`src/design/ar_params.svh`:
```
// constants for the auto-reclose sequencer: offsets, fields, reset values, timing
`ifndef AR_PARAMS_SVH
`define AR_PARAMS_SVH
`define AR_CLK_HZ 50000000
`define AR_TICK_MS 1
`define AR_TICK_CYC (`AR_CLK_HZ / 1000 * `AR_TICK_MS)
`define AR_NSHOT 5
`define AR_NSYNC 14
`define AR_NEV 16
`define AR_OFF_CTRL 8'h00
`define AR_OFF_STATUS 8'h04
`define AR_OFF_EVMASK 8'h08
`define AR_OFF_START 8'h0C
`define AR_OFF_GENRC 8'h10
`define AR_OFF_STAMP 8'h14
`define AR_OFF_SHOT 8'h20
`define AR_SHOT_STRIDE 8'h10
`define AR_SUB_DEAD 8'h00
`define AR_SUB_RECL 8'h04
`define AR_SUB_ACT 8'h08
`define AR_SUB_MODE 8'h0C
`define AR_OFF_CNT 8'h80
`define AR_CTRL_EN 0
`define AR_CTRL_USE_IN 1
`define AR_CTRL_GEN 2
`define AR_CTRL_CLR 3
`define AR_CTRL_NSHOT 4
`define AR_CTRL_RST 32'h0000_0015
`define AR_EVMASK_RST 16'hFFFF
`endif

```
`src/design/ar_pkg.sv`:
```
// types shared by the auto-reclose sequencer and its users
package ar_pkg;
  typedef enum logic [3:0] {
    ST_READY, ST_START, ST_OPEN, ST_DEAD, ST_CLOSE, ST_RECLAIM,
    ST_GENRC, ST_FINAL, ST_LOCKED, ST_HALTED
  } ar_state_t;

  typedef struct packed {
    logic ready;
    logic running;
    logic dead;
    logic reclaim;
    logic arcing;
    logic gen_reclaim;
    logic final_trip;
    logic locked;
    logic halted;
    logic [4:0] shot;
    logic [4:0] req;
  } ar_status_t;

  typedef struct packed {
    logic valid;
    logic [3:0] src;
    logic level;
    logic [31:0] stamp;
  } ar_event_t;
endpackage : ar_pkg

```
`src/design/breaker_auto_reclose_sequencer.sv`:
```
// auto-reclose sequencer: request arbitration, shot sequencing, events, counters
// What this block does
// - each shot holds one action mode bit: arcing or discrimination, never both.
// - request during reclaim advances to next shot, or final trip if none left.
// - arcing mode: request during reclaim runs arcing timer; reaching time advances.
// - request dropping pauses arcing timer; reclaim timer keeps running.
// - reclaim expiry means success: go to general reclaim or ready.
// - arcing time accumulates across activations within one reclaim period.
// - discrimination: request inside window halts sequencer, no more breaker commands.
// - after halt, refuse requests until manual reset and manual breaker close.
// - drive breaker open and close commands plus status indications.
// - log ON/OFF events with millisecond time stamps for commands and status.
// - cumulative counter per shot and per request source, clearable by command.
// - supervision failure on opening or closing forces the lock-out.
// - manual open during a sequence, or manual close outside dead time, resets the sequencer.
// - manual close during dead time enters general reclaim leading to lock-out.
// - settings act live, even in the middle of a sequence.
// - request, enable, reset, locking, critical and breaker position inputs raise an event on change; each source has a mask bit.
// - enable input counts only when its use bit is set.
// - manual reset input releases the locked state.
// - locking input forces locked; only manual reset returns to ready.
// - critical request locks immediately without any shot.
// - five request lines by fixed priority, line one highest.
// - follower breaker held open from the first open command until a successful reclaim or a return to ready.
// - follower breaker allowed to close after a successful reclaim.
// - a timer set to zero is skipped.
`timescale 1ns/100ps
`include "ar_params.svh"

module breaker_auto_reclose_sequencer #(
  parameter int TICK_DIV = `AR_TICK_CYC,
  parameter int TW = 20,
  parameter int CW = 16
) (
  input wire logic mclk,
  input wire logic rst_b,
  input wire logic [7:0] reg_addr,
  input wire logic [31:0] reg_wdata,
  input wire logic reg_wr,
  input wire logic reg_rd,
  output logic [31:0] reg_rdata,
  input wire logic reclose_request_line_one,
  input wire logic reclose_request_line_two,
  input wire logic reclose_request_line_three,
  input wire logic reclose_request_line_four,
  input wire logic reclose_request_line_five,
  input wire logic sequencer_enable_input,
  input wire logic lock_release_input,
  input wire logic force_lock_input,
  input wire logic immediate_lock_request,
  input wire logic breaker_closed,
  input wire logic manual_open,
  input wire logic manual_close,
  input wire logic open_supervision_fail,
  input wire logic close_supervision_fail,
  output logic object_open_cmd,
  output logic object_close_cmd,
  output logic follower_open_cmd,
  output logic follower_close_permit,
  output ar_pkg::ar_status_t status,
  output ar_pkg::ar_event_t event_out
);

  ////////////////////////////////////////////////////////////////////////////
  // input synchronisers
  logic [`AR_NSYNC-1:0] raw;
  logic [`AR_NSYNC-1:0] s1_q;
  logic [`AR_NSYNC-1:0] s2_q;
  logic [`AR_NSYNC-1:0] prev_q;
  logic [`AR_NSYNC-1:0] rise;

  assign raw = {close_supervision_fail, open_supervision_fail, manual_close, manual_open,
                breaker_closed, immediate_lock_request, force_lock_input, lock_release_input,
                sequencer_enable_input, reclose_request_line_five, reclose_request_line_four,
                reclose_request_line_three, reclose_request_line_two, reclose_request_line_one};

  genvar gi;
  generate
    for (gi = 0; gi < `AR_NSYNC; gi++)
    begin : g_sync
      always_ff @(posedge mclk or negedge rst_b)
      begin
        if (!rst_b)
        begin
          s1_q[gi] <= 1'b0;
          s2_q[gi] <= 1'b0;
          prev_q[gi] <= 1'b0;
        end
        else
        begin
          s1_q[gi] <= raw[gi];
          s2_q[gi] <= s1_q[gi];
          prev_q[gi] <= s2_q[gi];
        end
      end
    end
  endgenerate

  assign rise = s2_q & ~prev_q;

  logic [4:0] req_v;
  logic brk_closed;
  assign req_v = s2_q[4:0];
  assign brk_closed = s2_q[9];

  ////////////////////////////////////////////////////////////////////////////
  // millisecond tick and time stamp
  logic [31:0] div_q;
  logic tick_q;
  logic [31:0] stamp_q;

  always_ff @(posedge mclk or negedge rst_b)
  begin
    if (!rst_b)
    begin
      div_q <= 32'h0000_0000;
      tick_q <= 1'b0;
    end
    else if (div_q == 32'(TICK_DIV - 1))
    begin
      div_q <= 32'h0000_0000;
      tick_q <= 1'b1;
    end
    else
    begin
      div_q <= div_q + 32'h0000_0001;
      tick_q <= 1'b0;
    end
  end

  always_ff @(posedge mclk or negedge rst_b)
  begin
    if (!rst_b)
      stamp_q <= 32'h0000_0000;
    else if (tick_q)
      stamp_q <= stamp_q + 32'h0000_0001;
  end

  ////////////////////////////////////////////////////////////////////////////
  // settings registers
  logic en_q;
  logic use_in_q;
  logic gen_q;
  logic [2:0] nshot_q;
  logic clr_q;
  logic [15:0] evmask_q;
  logic [TW-1:0] start_set_q;
  logic [TW-1:0] genrc_set_q;
  logic [TW-1:0] dead_q [`AR_NSHOT];
  logic [TW-1:0] recl_q [`AR_NSHOT];
  logic [TW-1:0] act_q [`AR_NSHOT];
  logic [`AR_NSHOT-1:0] disc_q;
  logic [CW-1:0] cnt_q [2*`AR_NSHOT];
  logic [2*`AR_NSHOT-1:0] cnt_inc;
  localparam logic [31:0] CTRL_RST = `AR_CTRL_RST;

  always_ff @(posedge mclk or negedge rst_b)
  begin
    if (!rst_b)
    begin
      en_q <= CTRL_RST[`AR_CTRL_EN];
      use_in_q <= CTRL_RST[`AR_CTRL_USE_IN];
      gen_q <= CTRL_RST[`AR_CTRL_GEN];
      nshot_q <= CTRL_RST[`AR_CTRL_NSHOT+:3];
      clr_q <= 1'b0;
      evmask_q <= `AR_EVMASK_RST;
      start_set_q <= '0;
      genrc_set_q <= '0;
    end
    else
    begin
      clr_q <= reg_wr && reg_addr == `AR_OFF_CTRL && reg_wdata[`AR_CTRL_CLR];
      if (reg_wr && reg_addr == `AR_OFF_CTRL)
      begin
        en_q <= reg_wdata[`AR_CTRL_EN];
        use_in_q <= reg_wdata[`AR_CTRL_USE_IN];
        gen_q <= reg_wdata[`AR_CTRL_GEN];
        nshot_q <= reg_wdata[`AR_CTRL_NSHOT+:3];
      end
      if (reg_wr && reg_addr == `AR_OFF_EVMASK)
        evmask_q <= reg_wdata[15:0];
      if (reg_wr && reg_addr == `AR_OFF_START)
        start_set_q <= reg_wdata[TW-1:0];
      if (reg_wr && reg_addr == `AR_OFF_GENRC)
        genrc_set_q <= reg_wdata[TW-1:0];
    end
  end

  generate
    for (gi = 0; gi < `AR_NSHOT; gi++)
    begin : g_shot
      localparam logic [7:0] BASE = 8'(`AR_OFF_SHOT + gi * `AR_SHOT_STRIDE);
      always_ff @(posedge mclk or negedge rst_b)
      begin
        if (!rst_b)
        begin
          dead_q[gi] <= '0;
          recl_q[gi] <= '0;
          act_q[gi] <= '0;
          disc_q[gi] <= 1'b0;
        end
        else if (reg_wr)
        begin
          if (reg_addr == BASE + `AR_SUB_DEAD)
            dead_q[gi] <= reg_wdata[TW-1:0];
          if (reg_addr == BASE + `AR_SUB_RECL)
            recl_q[gi] <= reg_wdata[TW-1:0];
          if (reg_addr == BASE + `AR_SUB_ACT)
            act_q[gi] <= reg_wdata[TW-1:0];
          if (reg_addr == BASE + `AR_SUB_MODE)
            disc_q[gi] <= reg_wdata[0];
        end
      end
    end
    for (gi = 0; gi < 2 * `AR_NSHOT; gi++)
    begin : g_cnt
      always_ff @(posedge mclk or negedge rst_b)
      begin
        if (!rst_b)
          cnt_q[gi] <= '0;
        else if (cnt_inc[gi])
          cnt_q[gi] <= clr_q ? CW'(1) : cnt_q[gi] + CW'(1);
        else if (clr_q)
          cnt_q[gi] <= '0;
      end
    end
  endgenerate

  ////////////////////////////////////////////////////////////////////////////
  // arbitration, timers and sequence state
  ar_pkg::ar_state_t state_q;
  ar_pkg::ar_state_t state_d;
  logic [2:0] shot_q;
  logic [2:0] shot_d;
  logic [2:0] src_q;
  logic [2:0] src_d;
  logic [2:0] win;
  logic req_any;
  logic en;
  logic [TW-1:0] tmr_q;
  logic [TW-1:0] arc_q;
  logic man_lock_q;
  logic halt_rel_q;
  logic seq;
  logic disc;
  logic [TW-1:0] act_now;

  function automatic logic done(input logic [TW-1:0] t, input logic [TW-1:0] set);
    done = (set == '0) || (t >= set);
  endfunction : done

  always_comb
  begin
    win = 3'h0;
    for (int i = `AR_NSHOT - 1; i >= 0; i--)
      if (req_v[i])
        win = 3'(i);
  end

  assign req_any = |req_v;
  assign en = en_q && (!use_in_q || s2_q[5]);
  assign seq = state_q inside {ar_pkg::ST_START, ar_pkg::ST_OPEN, ar_pkg::ST_DEAD,
                               ar_pkg::ST_CLOSE, ar_pkg::ST_RECLAIM};
  assign disc = disc_q[shot_q];
  assign act_now = act_q[shot_q];

  always_comb
  begin
    state_d = state_q;
    shot_d = shot_q;
    src_d = src_q;
    case (state_q)
      ar_pkg::ST_READY:
        if (en && req_any)
        begin
          state_d = ar_pkg::ST_START;
          src_d = win;
          shot_d = 3'h0;
        end
      ar_pkg::ST_START:
        if (!req_any)
          state_d = ar_pkg::ST_READY;
        else if (done(tmr_q, start_set_q))
          state_d = ar_pkg::ST_OPEN;
      ar_pkg::ST_OPEN:
        if (!brk_closed)
          state_d = ar_pkg::ST_DEAD;
      ar_pkg::ST_DEAD:
        if (done(tmr_q, dead_q[shot_q]))
          state_d = ar_pkg::ST_CLOSE;
      ar_pkg::ST_CLOSE:
        if (brk_closed)
          state_d = ar_pkg::ST_RECLAIM;
      ar_pkg::ST_RECLAIM:
        if (disc && req_any && !done(tmr_q, act_now))
          state_d = ar_pkg::ST_HALTED;
        else if (req_any && (disc || done(arc_q, act_now)))
        begin
          if (32'(shot_q) + 1 < 32'(nshot_q))
          begin
            state_d = ar_pkg::ST_OPEN;
            shot_d = shot_q + 3'h1;
          end
          else
            state_d = ar_pkg::ST_FINAL;
        end
        else if (done(tmr_q, recl_q[shot_q]))
          state_d = gen_q ? ar_pkg::ST_GENRC : ar_pkg::ST_READY;
      ar_pkg::ST_GENRC:
        if (req_any)
          state_d = ar_pkg::ST_FINAL;
        else if (done(tmr_q, genrc_set_q))
          state_d = man_lock_q ? ar_pkg::ST_LOCKED : ar_pkg::ST_READY;
      ar_pkg::ST_FINAL:
        if (!brk_closed)
          state_d = ar_pkg::ST_LOCKED;
      ar_pkg::ST_LOCKED:
        if (rise[6] && !s2_q[7])
          state_d = ar_pkg::ST_READY;
      ar_pkg::ST_HALTED:
        if (halt_rel_q && rise[11])
          state_d = ar_pkg::ST_READY;
      default:
        state_d = ar_pkg::ST_LOCKED;
    endcase
    if (seq && !en)
      state_d = ar_pkg::ST_READY;
    if (seq && (rise[10] || rise[11]))
      state_d = ar_pkg::ST_READY;
    if (state_q == ar_pkg::ST_DEAD && rise[11])
      state_d = ar_pkg::ST_GENRC;
    if (rise[12] && state_q inside {ar_pkg::ST_OPEN, ar_pkg::ST_FINAL})
      state_d = ar_pkg::ST_LOCKED;
    if (rise[13] && state_q == ar_pkg::ST_CLOSE)
      state_d = ar_pkg::ST_LOCKED;
    if (s2_q[7])
      state_d = ar_pkg::ST_LOCKED;
    if (s2_q[8])
      state_d = ar_pkg::ST_LOCKED;
  end

  always_ff @(posedge mclk or negedge rst_b)
  begin
    if (!rst_b)
    begin
      state_q <= ar_pkg::ST_READY;
      shot_q <= 3'h0;
      src_q <= 3'h0;
    end
    else
    begin
      state_q <= state_d;
      shot_q <= shot_d;
      src_q <= src_d;
    end
  end

  // sequence timer restarts on every state or shot change
  always_ff @(posedge mclk or negedge rst_b)
  begin
    if (!rst_b)
      tmr_q <= '0;
    else if (state_d != state_q || shot_d != shot_q)
      tmr_q <= '0;
    else if (tick_q && tmr_q != '1)
      tmr_q <= tmr_q + TW'(1);
  end

  // arcing total clears only when a reclaim period begins
  always_ff @(posedge mclk or negedge rst_b)
  begin
    if (!rst_b)
      arc_q <= '0;
    else if (state_d == ar_pkg::ST_RECLAIM && state_q != ar_pkg::ST_RECLAIM)
      arc_q <= '0;
    else if (state_q == ar_pkg::ST_RECLAIM && !disc && req_any && tick_q && arc_q != '1)
      arc_q <= arc_q + TW'(1);
  end

  always_ff @(posedge mclk or negedge rst_b)
  begin
    if (!rst_b)
    begin
      man_lock_q <= 1'b0;
      halt_rel_q <= 1'b0;
    end
    else
    begin
      if (state_q == ar_pkg::ST_DEAD && state_d == ar_pkg::ST_GENRC)
        man_lock_q <= 1'b1;
      else if (state_d != ar_pkg::ST_GENRC)
        man_lock_q <= 1'b0;
      if (state_q != ar_pkg::ST_HALTED)
        halt_rel_q <= 1'b0;
      else if (rise[6])
        halt_rel_q <= 1'b1;
    end
  end

  always_comb
  begin
    cnt_inc = '0;
    if (state_q == ar_pkg::ST_DEAD && state_d == ar_pkg::ST_CLOSE)
      cnt_inc[shot_q] = 1'b1;
    if (state_q == ar_pkg::ST_START && state_d == ar_pkg::ST_OPEN)
      cnt_inc[`AR_NSHOT + 32'(src_q)] = 1'b1;
  end

  ////////////////////////////////////////////////////////////////////////////
  // commands, follower link and status
  always_ff @(posedge mclk or negedge rst_b)
  begin
    if (!rst_b)
    begin
      object_open_cmd <= 1'b0;
      object_close_cmd <= 1'b0;
      follower_open_cmd <= 1'b0;
      follower_close_permit <= 1'b0;
      status <= '0;
    end
    else
    begin
      object_open_cmd <= state_d inside {ar_pkg::ST_OPEN, ar_pkg::ST_FINAL};
      object_close_cmd <= state_d == ar_pkg::ST_CLOSE;
      if (state_q == ar_pkg::ST_START && state_d == ar_pkg::ST_OPEN)
      begin
        follower_open_cmd <= 1'b1;
        follower_close_permit <= 1'b0;
      end
      else if (state_q == ar_pkg::ST_RECLAIM &&
               state_d inside {ar_pkg::ST_GENRC, ar_pkg::ST_READY})
      begin
        follower_open_cmd <= 1'b0;
        follower_close_permit <= 1'b1;
      end
      else if (state_d == ar_pkg::ST_READY)
        follower_open_cmd <= 1'b0;
      status.ready <= state_d == ar_pkg::ST_READY && en;
      status.running <= state_d inside {ar_pkg::ST_OPEN, ar_pkg::ST_DEAD,
                                        ar_pkg::ST_CLOSE, ar_pkg::ST_RECLAIM};
      status.dead <= state_d == ar_pkg::ST_DEAD;
      status.reclaim <= state_d == ar_pkg::ST_RECLAIM;
      status.arcing <= state_d == ar_pkg::ST_RECLAIM && !disc && req_any;
      status.gen_reclaim <= state_d == ar_pkg::ST_GENRC;
      status.final_trip <= state_d == ar_pkg::ST_FINAL;
      status.locked <= state_d == ar_pkg::ST_LOCKED;
      status.halted <= state_d == ar_pkg::ST_HALTED;
      status.shot <= (state_d inside {ar_pkg::ST_START, ar_pkg::ST_OPEN, ar_pkg::ST_DEAD,
                      ar_pkg::ST_CLOSE, ar_pkg::ST_RECLAIM}) ? 5'(5'h01 << shot_d) : 5'h00;
      status.req <= (state_d inside {ar_pkg::ST_START, ar_pkg::ST_OPEN, ar_pkg::ST_DEAD,
                     ar_pkg::ST_CLOSE, ar_pkg::ST_RECLAIM}) ? 5'(5'h01 << src_d) : 5'h00;
    end
  end

  ////////////////////////////////////////////////////////////////////////////
  // event recorder: one pending flag per source, lowest index first
  logic [`AR_NEV-1:0] ev_now;
  logic [`AR_NEV-1:0] ev_prev_q;
  logic [`AR_NEV-1:0] pend_q;
  logic [`AR_NEV-1:0] grant;
  logic [3:0] ev_idx;

  assign ev_now = {brk_closed, s2_q[8:5], req_v, status.final_trip, status.halted,
                   status.locked, status.running, object_close_cmd, object_open_cmd};

  always_comb
  begin
    ev_idx = 4'h0;
    for (int i = `AR_NEV - 1; i >= 0; i--)
      if (pend_q[i])
        ev_idx = 4'(i);
    grant = (|pend_q) ? `AR_NEV'(1) << ev_idx : '0;
  end

  always_ff @(posedge mclk or negedge rst_b)
  begin
    if (!rst_b)
    begin
      ev_prev_q <= '0;
      pend_q <= '0;
      event_out <= '0;
    end
    else
    begin
      ev_prev_q <= ev_now;
      pend_q <= (pend_q & ~grant) | ((ev_now ^ ev_prev_q) & evmask_q);
      event_out.valid <= |pend_q;
      event_out.src <= ev_idx;
      event_out.level <= ev_now[ev_idx];
      event_out.stamp <= stamp_q;
    end
  end

  ////////////////////////////////////////////////////////////////////////////
  // register read port
  logic [31:0] rd_d;
  logic [7:0] rel;

  always_comb
  begin
    rd_d = 32'h0000_0000;
    rel = reg_addr - `AR_OFF_SHOT;
    if (reg_addr == `AR_OFF_CTRL)
      rd_d = {25'h0, nshot_q, 1'b0, gen_q, use_in_q, en_q};
    else if (reg_addr == `AR_OFF_STATUS)
      rd_d = {9'h0, src_q, shot_q, 1'b0, state_q, 12'(status[18:9])};
    else if (reg_addr == `AR_OFF_EVMASK)
      rd_d = {16'h0, evmask_q};
    else if (reg_addr == `AR_OFF_START)
      rd_d = 32'(start_set_q);
    else if (reg_addr == `AR_OFF_GENRC)
      rd_d = 32'(genrc_set_q);
    else if (reg_addr == `AR_OFF_STAMP)
      rd_d = stamp_q;
    else if (reg_addr >= `AR_OFF_SHOT && rel < 8'(`AR_NSHOT * `AR_SHOT_STRIDE))
    begin
      case (rel[3:0])
        4'h0: rd_d = 32'(dead_q[rel[6:4]]);
        4'h4: rd_d = 32'(recl_q[rel[6:4]]);
        4'h8: rd_d = 32'(act_q[rel[6:4]]);
        4'hC: rd_d = {31'h0, disc_q[rel[6:4]]};
        default: rd_d = 32'h0000_0000;
      endcase
    end
    else if (reg_addr >= `AR_OFF_CNT && reg_addr[1:0] == 2'h0 &&
             reg_addr < 8'(`AR_OFF_CNT + 8 * `AR_NSHOT))
      rd_d = 32'(cnt_q[reg_addr[5:2]]);
  end

  always_ff @(posedge mclk or negedge rst_b)
  begin
    if (!rst_b)
      reg_rdata <= 32'h0000_0000;
    else if (reg_rd)
      reg_rdata <= rd_d;
    else
      reg_rdata <= 32'h0000_0000;
  end

endmodule : breaker_auto_reclose_sequencer

```
`config.mk`:
```
export PLATFORM = sky130hd
export DESIGN_NAME = breaker_auto_reclose_sequencer
export DESIGN_NICKNAME = d
export VERILOG_FILES = /design/src/design/ar_pkg.sv /design/src/design/breaker_auto_reclose_sequencer.sv
export VERILOG_INCLUDE_DIRS = /design/src /design/src/design
export SDC_FILE = /design/constraint.sdc
export NUM_CORES = 2
export LEC_CHECK = 0
export ABC_AREA = 1
export BUFFER_PORTS_ARGS = -buffer_cell sky130_fd_sc_hd__buf_2
export CORE_UTILIZATION = 40
export CTS_CLUSTER_SIZE = 20
export DETAILED_ROUTE_END_ITERATION = 8
export SYNTH_ARGS = -nofsm -noshare
export SYNTH_HDL_FRONTEND = slang
export SYNTH_SLANG_ARGS = --single-unit
```
`constraint.sdc`:
```
create_clock -name mclk -period 5.75 [get_ports mclk]
set_clock_uncertainty 0.15 [all_clocks]
set_input_delay 1.4375 -clock mclk [delete_from_list [all_inputs] [get_ports mclk]]
set_output_delay 1.4375 -clock mclk [all_outputs]
set_load 0.03 [all_outputs]
```
# Word-level counts from Yosys, hierarchy flattened
# Cells that the tools add are included.
word_totals:
  inputBits: 58
  wordCells: 458
  ff_bits: 812
op_classes:
  n_mux: 135
  shift: 3
  n_lt_le_gt_ge: 21
  eq_ne: 54
  add_sub_neg: 18
  reduce_logical: 104
  bitwise: 11
op_table:
  columns: ["operator", "count"]
  rows:
  - ["2-to-1 mux 16 bit", 25]
  - ["binary-select mux 20 bit (select 3 bit)", 6]
  - ["2-to-1 mux 20 bit", 16]
  - ["2-to-1 mux 32 bit", 9]
  - ["adder 16 x 1 -> 16 bit (second input constant)", 10]
  - ["2-to-1 mux 4 bit", 38]
  - ["greater-or-equal comparator 20 bit", 6]
  - ["logical NOT 20 bit", 5]
  - ["== test 8 x 7 -> 1 bit (second input constant)", 12]
  - ["one-hot mux 20 bit (4 select lines)", 1]
  - ["adder 32 x 1 -> 32 bit (second input constant)", 2]
  - ["binary-select mux 16 bit (select 4 bit)", 1]
  - ["== test 8 x 6 -> 1 bit (second input constant)", 8]
  - ["adder 20 x 1 -> 20 bit (second input constant)", 2]
  - ["!= test 20 bit (second input constant)", 2]
  - ["one-hot mux 4 bit (10 select lines)", 1]
  - ["AND reduction 2 bit", 20]
  - ["2-to-1 mux 3 bit", 13]
  - ["== test 4 x 3 -> 1 bit (second input constant)", 9]
  - ["nonzero test 2 bit", 18]
  - ["logical AND 1 bit", 35]
  - ["bitwise AND 16 bit", 2]
  - ["== test 32 x 16 -> 1 bit (second input constant)", 1]
  - ["== test 4 bit (second input constant)", 6]
  - ["other kinds (54)", 98]

# Logic depth before layout (Yosys ltp)
logic_depth:
  word_depth: 24
  ltp_mapped: 35
  mapped_depth_nobuf: 32

# Worst setup path after synthesis
# Ideal clock, no wire load.
synth_path:
  path_type: "input to register"
  start: "input port reg_addr[5]"
  end: "register reg_rdata[14]"
  path_slack_ns: 1.452
  required_ns: 5.458
  stages: 16
  setup_ns: 0.142
  n_path_buf: 4
  t_arrival_ns: 4.005
  cell_sequence: "clkbuf_1 inv_1 clkbuf_1 ha_1 clkbuf_1 nor2_1 inv_1 nand2_1 clkinv_1 clkbuf_1 o221ai_1 nand2_1 o21ai_0 o21ai_0 a221oi_1 a311oi_1"
synth_via:
  elab_chain_cells: 14
synth_rtl:
  columns: ["item", "line", "text"]
  rows:
  - ["start, declared", "breaker_auto_reclose_sequencer.sv:37", "input wire logic [7:0] reg_addr,"]
  - ["subtractor 8 x 6 -> 8 bit (no source line)", null, null]
  - ["inverter 3 -> 4 bit (implied by the code)", "breaker_auto_reclose_sequencer.sv:518, breaker_auto_reclose_sequencer.sv:519, breaker_auto_reclose_sequencer.sv:520", null]
  - ["binary-select mux 20 bit (select 3 bit), on equally long branches", "breaker_auto_reclose_sequencer.sv:520, breaker_auto_reclose_sequencer.sv:518, breaker_auto_reclose_sequencer.sv:519", null]
  - ["2-to-1 mux 20 bit, on equally long branches (2 in series)", "breaker_auto_reclose_sequencer.sv:520, breaker_auto_reclose_sequencer.sv:518, breaker_auto_reclose_sequencer.sv:519", null]
  - ["one-hot mux 20 bit (4 select lines)", "breaker_auto_reclose_sequencer.sv:517", "case (rel[3:0])"]
  - ["2-to-1 mux 32 bit", "breaker_auto_reclose_sequencer.sv:515", "else if (reg_addr >= `AR_OFF_SHOT && rel < 8'(`AR_NSHOT * `AR_SHOT_STRIDE))"]
  - ["2-to-1 mux 32 bit", "breaker_auto_reclose_sequencer.sv:513", "else if (reg_addr == `AR_OFF_STAMP)"]
  - ["2-to-1 mux 32 bit", "breaker_auto_reclose_sequencer.sv:511", "else if (reg_addr == `AR_OFF_GENRC)"]
  - ["2-to-1 mux 32 bit", "breaker_auto_reclose_sequencer.sv:509", "else if (reg_addr == `AR_OFF_START)"]
  - ["2-to-1 mux 32 bit", "breaker_auto_reclose_sequencer.sv:507", "else if (reg_addr == `AR_OFF_EVMASK)"]
  - ["2-to-1 mux 32 bit", "breaker_auto_reclose_sequencer.sv:505", "else if (reg_addr == `AR_OFF_STATUS)"]
  - ["2-to-1 mux 32 bit *", "breaker_auto_reclose_sequencer.sv:503", "if (reg_addr == `AR_OFF_CTRL)"]
  - ["2-to-1 mux 32 bit *", "breaker_auto_reclose_sequencer.sv:534", "else if (reg_rd)"]
  - ["end signal, assigned", "breaker_auto_reclose_sequencer.sv:535", "reg_rdata <= rd_d;"]
  - ["end, declared", "breaker_auto_reclose_sequencer.sv:41", "output logic [31:0] reg_rdata,"]
# Every way passes the cells marked *; elsewhere a longest branch is shown, timed or not. The select of a mux whose other input is x is not followed.
# A chain may end at the register's enable or synchronous reset.

# Final worst setup path
layout_path:
  start: "register shot_q[1]"
  end: "register cnt_q[30] (netlist bit)"
layout_via:
  elab_chain_cells: 22
layout_rtl:
  columns: ["item", "line", "text"]
  rows:
  - ["start, declared", "breaker_auto_reclose_sequencer.sv:233", "logic [2:0] shot_q;"]
  - ["start signal, assigned", "breaker_auto_reclose_sequencer.sv:353", "shot_q <= shot_d;"]
  - ["inverter 3 -> 4 bit (implied by the code)", "breaker_auto_reclose_sequencer.sv:265, breaker_auto_reclose_sequencer.sv:289, breaker_auto_reclose_sequencer.sv:307", null]
  - ["binary-select mux 20 bit (select 3 bit)", "breaker_auto_reclose_sequencer.sv:265", "assign act_now = act_q[shot_q];"]
  - ["2-to-1 mux 20 bit (implied by the code) (2 in series)", "breaker_auto_reclose_sequencer.sv:265", null]
  - ["greater-or-equal comparator 20 bit or logical NOT 20 bit (tied branches)", "breaker_auto_reclose_sequencer.sv:249", "done = (set == '0) || (t >= set);"]
  - ["logical OR 1 bit", "breaker_auto_reclose_sequencer.sv:249", null]
  - ["logical OR 1 bit", "breaker_auto_reclose_sequencer.sv:297", "else if (req_any && (disc || done(arc_q, act_now)))"]
  - ["logical AND 1 bit", "breaker_auto_reclose_sequencer.sv:297", null]
  - ["2-to-1 mux 4 bit", "breaker_auto_reclose_sequencer.sv:297", null]
  - ["(+5 left out)", null, null]
  - ["2-to-1 mux 4 bit *", "breaker_auto_reclose_sequencer.sv:332", "if (rise[12] && state_q inside {ar_pkg::ST_OPEN, ar_pkg::ST_FINAL})"]
  - ["2-to-1 mux 4 bit *", "breaker_auto_reclose_sequencer.sv:334", "if (rise[13] && state_q == ar_pkg::ST_CLOSE)"]
  - ["2-to-1 mux 4 bit *", "breaker_auto_reclose_sequencer.sv:336", "if (s2_q[7])"]
  - ["2-to-1 mux 4 bit *", "breaker_auto_reclose_sequencer.sv:338", "if (s2_q[8])"]
  - ["== test 4 x 2 -> 1 bit *", "breaker_auto_reclose_sequencer.sv:405", "if (state_q == ar_pkg::ST_START && state_d == ar_pkg::ST_OPEN)"]
  - ["logical AND 1 bit *", "breaker_auto_reclose_sequencer.sv:405", null]
  - ["2-to-1 mux 10 bit *", "breaker_auto_reclose_sequencer.sv:405", null]
  - ["2-to-1 mux 16 bit or nonzero test 2 bit (tied branches)", null, null]
  - ["end signal, assigned by index", "breaker_auto_reclose_sequencer.sv:222", "cnt_q[gi] <= clr_q ? CW'(1) : cnt_q[gi] + CW'(1);"]
  - ["end, declared", "breaker_auto_reclose_sequencer.sv:153", "logic [CW-1:0] cnt_q [2*`AR_NSHOT];"]
# Marked as above.

==> flow_metrics.env <==
export IMPL_drt_pass1_iter_count=6
export IMPL_synth_top_cell_area_share=0.4344
export IMPL_synthArstFlopShare=1.000
export IMPL_htreeDepth=3
export IMPL_cts_tree="done"
export IMPL_io_buffers=138
export IMPL_synthAdderAreaFrac=0.03911
export IMPL_syn_cell_area_um2=45110
export IMPL_synth_edff_count=0
export IMPL_crit_arrival_ns=5.84
export IMPL_core_area_um2=111300
export IMPL_seqPwrFrac=0.413
export IMPL_rrSetupSlack_ns=0.32
export IMPL_r2r_cells=26
export IMPL_ys_ff_latch=802
export IMPL_setup_viol=0
export IMPL_endpoint="cnt_q[30]$_DFFE_PN0P_"
export IMPL_instances_no_fill=7520
export IMPL_cts_setup_buffers=0
export IMPL_path_class="reg2reg"
export IMPL_tightest_slew_ns=1.199
export IMPL_clk_latency_ns=0.70
export IMPL_synth_area_mux_share=0
export IMPL_synth_xor_area_frac=0.04272
export IMPL_fmax_ghz=0.1843
export IMPL_die_w_um=337.8
export IMPL_hp_class="reg2reg"
export IMPL_drv_slew=0
export IMPL_cap_violations=0
export IMPL_die_area_um2=114100
export IMPL_syn_to_final_growth_pct=12.58
export IMPL_period_minus_slack_ns=5.426
export IMPL_final_nets=6151
export IMPL_die_h_um=337.8
export IMPL_numCtsBuffers=94
export IMPL_synth_distinct_cells=65
export IMPL_critPathCaptureType="flop"
export IMPL_setup_tns_ns=0
export IMPL_startpoint_type="flop"
export IMPL_grt_use_total=0.2828
export IMPL_yosys_warnings=0
export IMPL_grt_first_pass_wirelength_um=243900
export IMPL_grt_max_degree=131
export IMPL_clk_path_buf_depth=3
export IMPL_clk_pin_slew_ns=0.07
export IMPL_stdcell_area_um2=50780
export IMPL_synth_top_family_by_area="simple AND/OR/NAND/NOR gates"
export IMPL_fin_crit_sh=0.9436
export IMPL_synth_compound_area_frac=0.1239
export IMPL_wl_per_cell_um=21.52
export IMPL_avgSynthCellArea_um2=7.683
export IMPL_yosysTopAreaCell="dfrtp_1"
export IMPL_synth_most_common_cell="nand2_1"
export IMPL_switching_share=0.3073
export IMPL_globalplace_congestion=0.9618
export IMPL_clockRootBuffer="clkbuf_16"
export IMPL_drt_iter0_drc=4503
export IMPL_cp_max_fo=17
export IMPL_yosys_most_used_dff="dfrtp_1"
export IMPL_initial_core_util=0.4053
export IMPL_via_per_inst=5.504
export IMPL_synthesis_nets=6070
export IMPL_peakVddDrop_uv=228.2
export IMPL_synth_top_cells_by_area="dfrtp_1, nand2_1, o21ai_0, nor2_1, inv_1"
export IMPL_regToRegStartpoint="shot_q[1]$_DFF_PN0_"
export IMPL_rsz0062_at_grt="no"
export IMPL_setup_slack_ns=0.3244
export IMPL_status="finished, final reports clean"
export IMPL_switchingPower_mw=4.521
export IMPL_cts_sinks=802
export IMPL_ys_seq_area_frac=0.4455
export IMPL_synthSimpleGateAreaFrac=0.2759
export IMPL_p_leak_nw=24.30
export IMPL_num_io_pins=151
export IMPL_p_per_area_nw_per_um2=289.7
export IMPL_drive_gt1_frac=0.08859
export IMPL_internal_power_mw=10.19
export IMPL_vias=41390
export IMPL_place_ws_ns=0.3919
export IMPL_row_count=122
export IMPL_critPathLaunch="shot_q[1]$_DFF_PN0_"
export IMPL_antenna_found_initial=10
export IMPL_final_util=0.4564
export IMPL_placed_area_um2=47580
export IMPL_drt_wl_total_um=161800
export IMPL_post_cts_resized=0
export IMPL_hold_viol=0
export IMPL_reg2reg_to="cnt_q[30]$_DFFE_PN0P_"
export IMPL_grt_pass1_vias=39000
export IMPL_p_comb_frac=0.167
export IMPL_timing_slew_headroom=0.1990
export IMPL_clockPowerShare=0.420
export IMPL_drtAntennaViolNets=0
export IMPL_syn_inst=5871
export IMPL_gr_total_overflow=0
export IMPL_cts_hold_buffers=0
export IMPL_dpl_hpwl_um=115100
export IMPL_synth_commonest_cells="nand2_1, dfrtp_1, nor2_1"
export IMPL_drc=0
export IMPL_place_inst=7344
export IMPL_worstPathRequired_ns=6.17
[placed cells by master, fill, tap and decap left out, types with 111 or more instances in the layout]
master,Yosys,layout
buf_2,35,137
nand3_1,245,245
nand4_1,183,183
a21oi_1,210,209
nand2_1,1712,1712
buf_4,12,111
nor2_1,579,565
dfrtp_1,783,780
ha_1,141,140
o21ai_0,493,493
inv_1,499,499
xor2_1,170,170
[final cells by class]
cell class | count | area [µm²]
timing repair buffer | 264 | 1834
clock buffer | 141 | 2793
tap | 1488 | 1862
inverter | 528 | 1992
clock inverter | 31 | 395.4
antenna | 4 | 10.01
sequential | 802 | 20100
fill | 11120 | 60500
multi-input combinational | 4262 | 21800
[cell families (layout without fill, tap and decap cells)]
logic type               after synthesis  in the layout
buffers and inverters                807            964
flip-flops                           802            802
AO/OA/AOI/OAI                        972            972
AND/OR/NAND/NOR                     2929           2929
other                                  0              4
XOR/XNOR                             220            220
adder cells (fa/ha/maj)              141            141
[worst min-delay path by stage]
stage / from / end / cells past startpoint
after floorplan: s1_q[9]$_DFF_PN0_ / brk_closed$_DFF_PN0_ / 0
after global placement: s1_q[11]$_DFF_PN0_ / s2_q[11]$_DFF_PN0_ / 0
after detailed placement: s1_q[9]$_DFF_PN0_ / brk_closed$_DFF_PN0_ / 0
after CTS: s1_q[9]$_DFF_PN0_ / brk_closed$_DFF_PN0_ / 0
after global routing: s1_q[8]$_DFF_PN0_ / ev_now[14]$_DFF_PN0_ / 0
final: s1_q[9]$_DFF_PN0_ / brk_closed$_DFF_PN0_ / 0
[power groups by stage]
stage                     sequential, mW  combinational (mW)  clock [mW]
after global routing                6.09                2.70        6.50
after CTS                           6.07                2.41        6.27
final                               6.07                2.46        6.18
after global placement              6.16                2.38           0
after detailed placement            6.16                2.40           0
after floorplan                     6.14                1.42           0
[stage by stage]
stage / hold WS, ns / total power [mW]
finish: 0.1960 / 14.71
detailed placement: 0.1847 / 8.568
floorplan: 0.1812 / 7.553
global route: 0.1998 / 15.29
global placement: 0.1844 / 8.543
CTS: 0.1981 / 14.74
[worst max-delay path, stage by stage (launching register included)]
cell	delay [ns]
dfrtp_2	0.49
inv_2	0.23
nand2_1	0.38
nor2_2	0.46
buf_4	0.29
nand2_1	0.08
nand4_1	0.25
inv_1	0.09
ha_1	0.29
a21oi_1	0.15
o21ai_0	0.09
o21ai_0	0.16
nand3_1	0.08
nor2_1	0.24
nand3_2	0.19
nand2_1	0.10
clkinv_1	0.06
nand4_1	0.10
nand2_1	0.08
nand2_2	0.13
nand3_4	0.11
nor2_8	0.13
nand2_4	0.13
nor2_8	0.33
inv_2	0.25
nand3_1	0.13
nand2_1	0.06
[routing by layer]
metal / vias to the layer above / share of wire / track usage
met3: 374 / 0.083 / 0.04594
met4: 6 / 0.049 / 0.1313
met2: 1688 / 0.44 / 0.4373
li1: 19510 / - / -
met5: - / 0.00020 / 0
met1: 19810 / 0.42 / 0.3869
[state kept, by name, indices dropped and copies added, names as in the netlist, 4 cells and up]
| name | count |
|---|---|
| reg_rdata | 32 |
| dead_q | 100 |
| state_q | 4 |
| evmask_q | 16 |
| act_q | 100 |
| prev_q | 4 |
| start_set_q | 20 |
| ev_prev_q | 16 |
| s1_q | 14 |
| status | 19 |
| stamp_q | 32 |
| tmr_q | 20 |
| recl_q | 100 |
| pend_q | 16 |
| ev_now | 9 |
| cnt_q | 160 |
| s2_q | 4 |
| event_out | 38 |
| div_q | 32 |
| arc_q | 20 |
| genrc_set_q | 20 |
| disc_q | 5 |
Power figures use the tool's default switching activity.
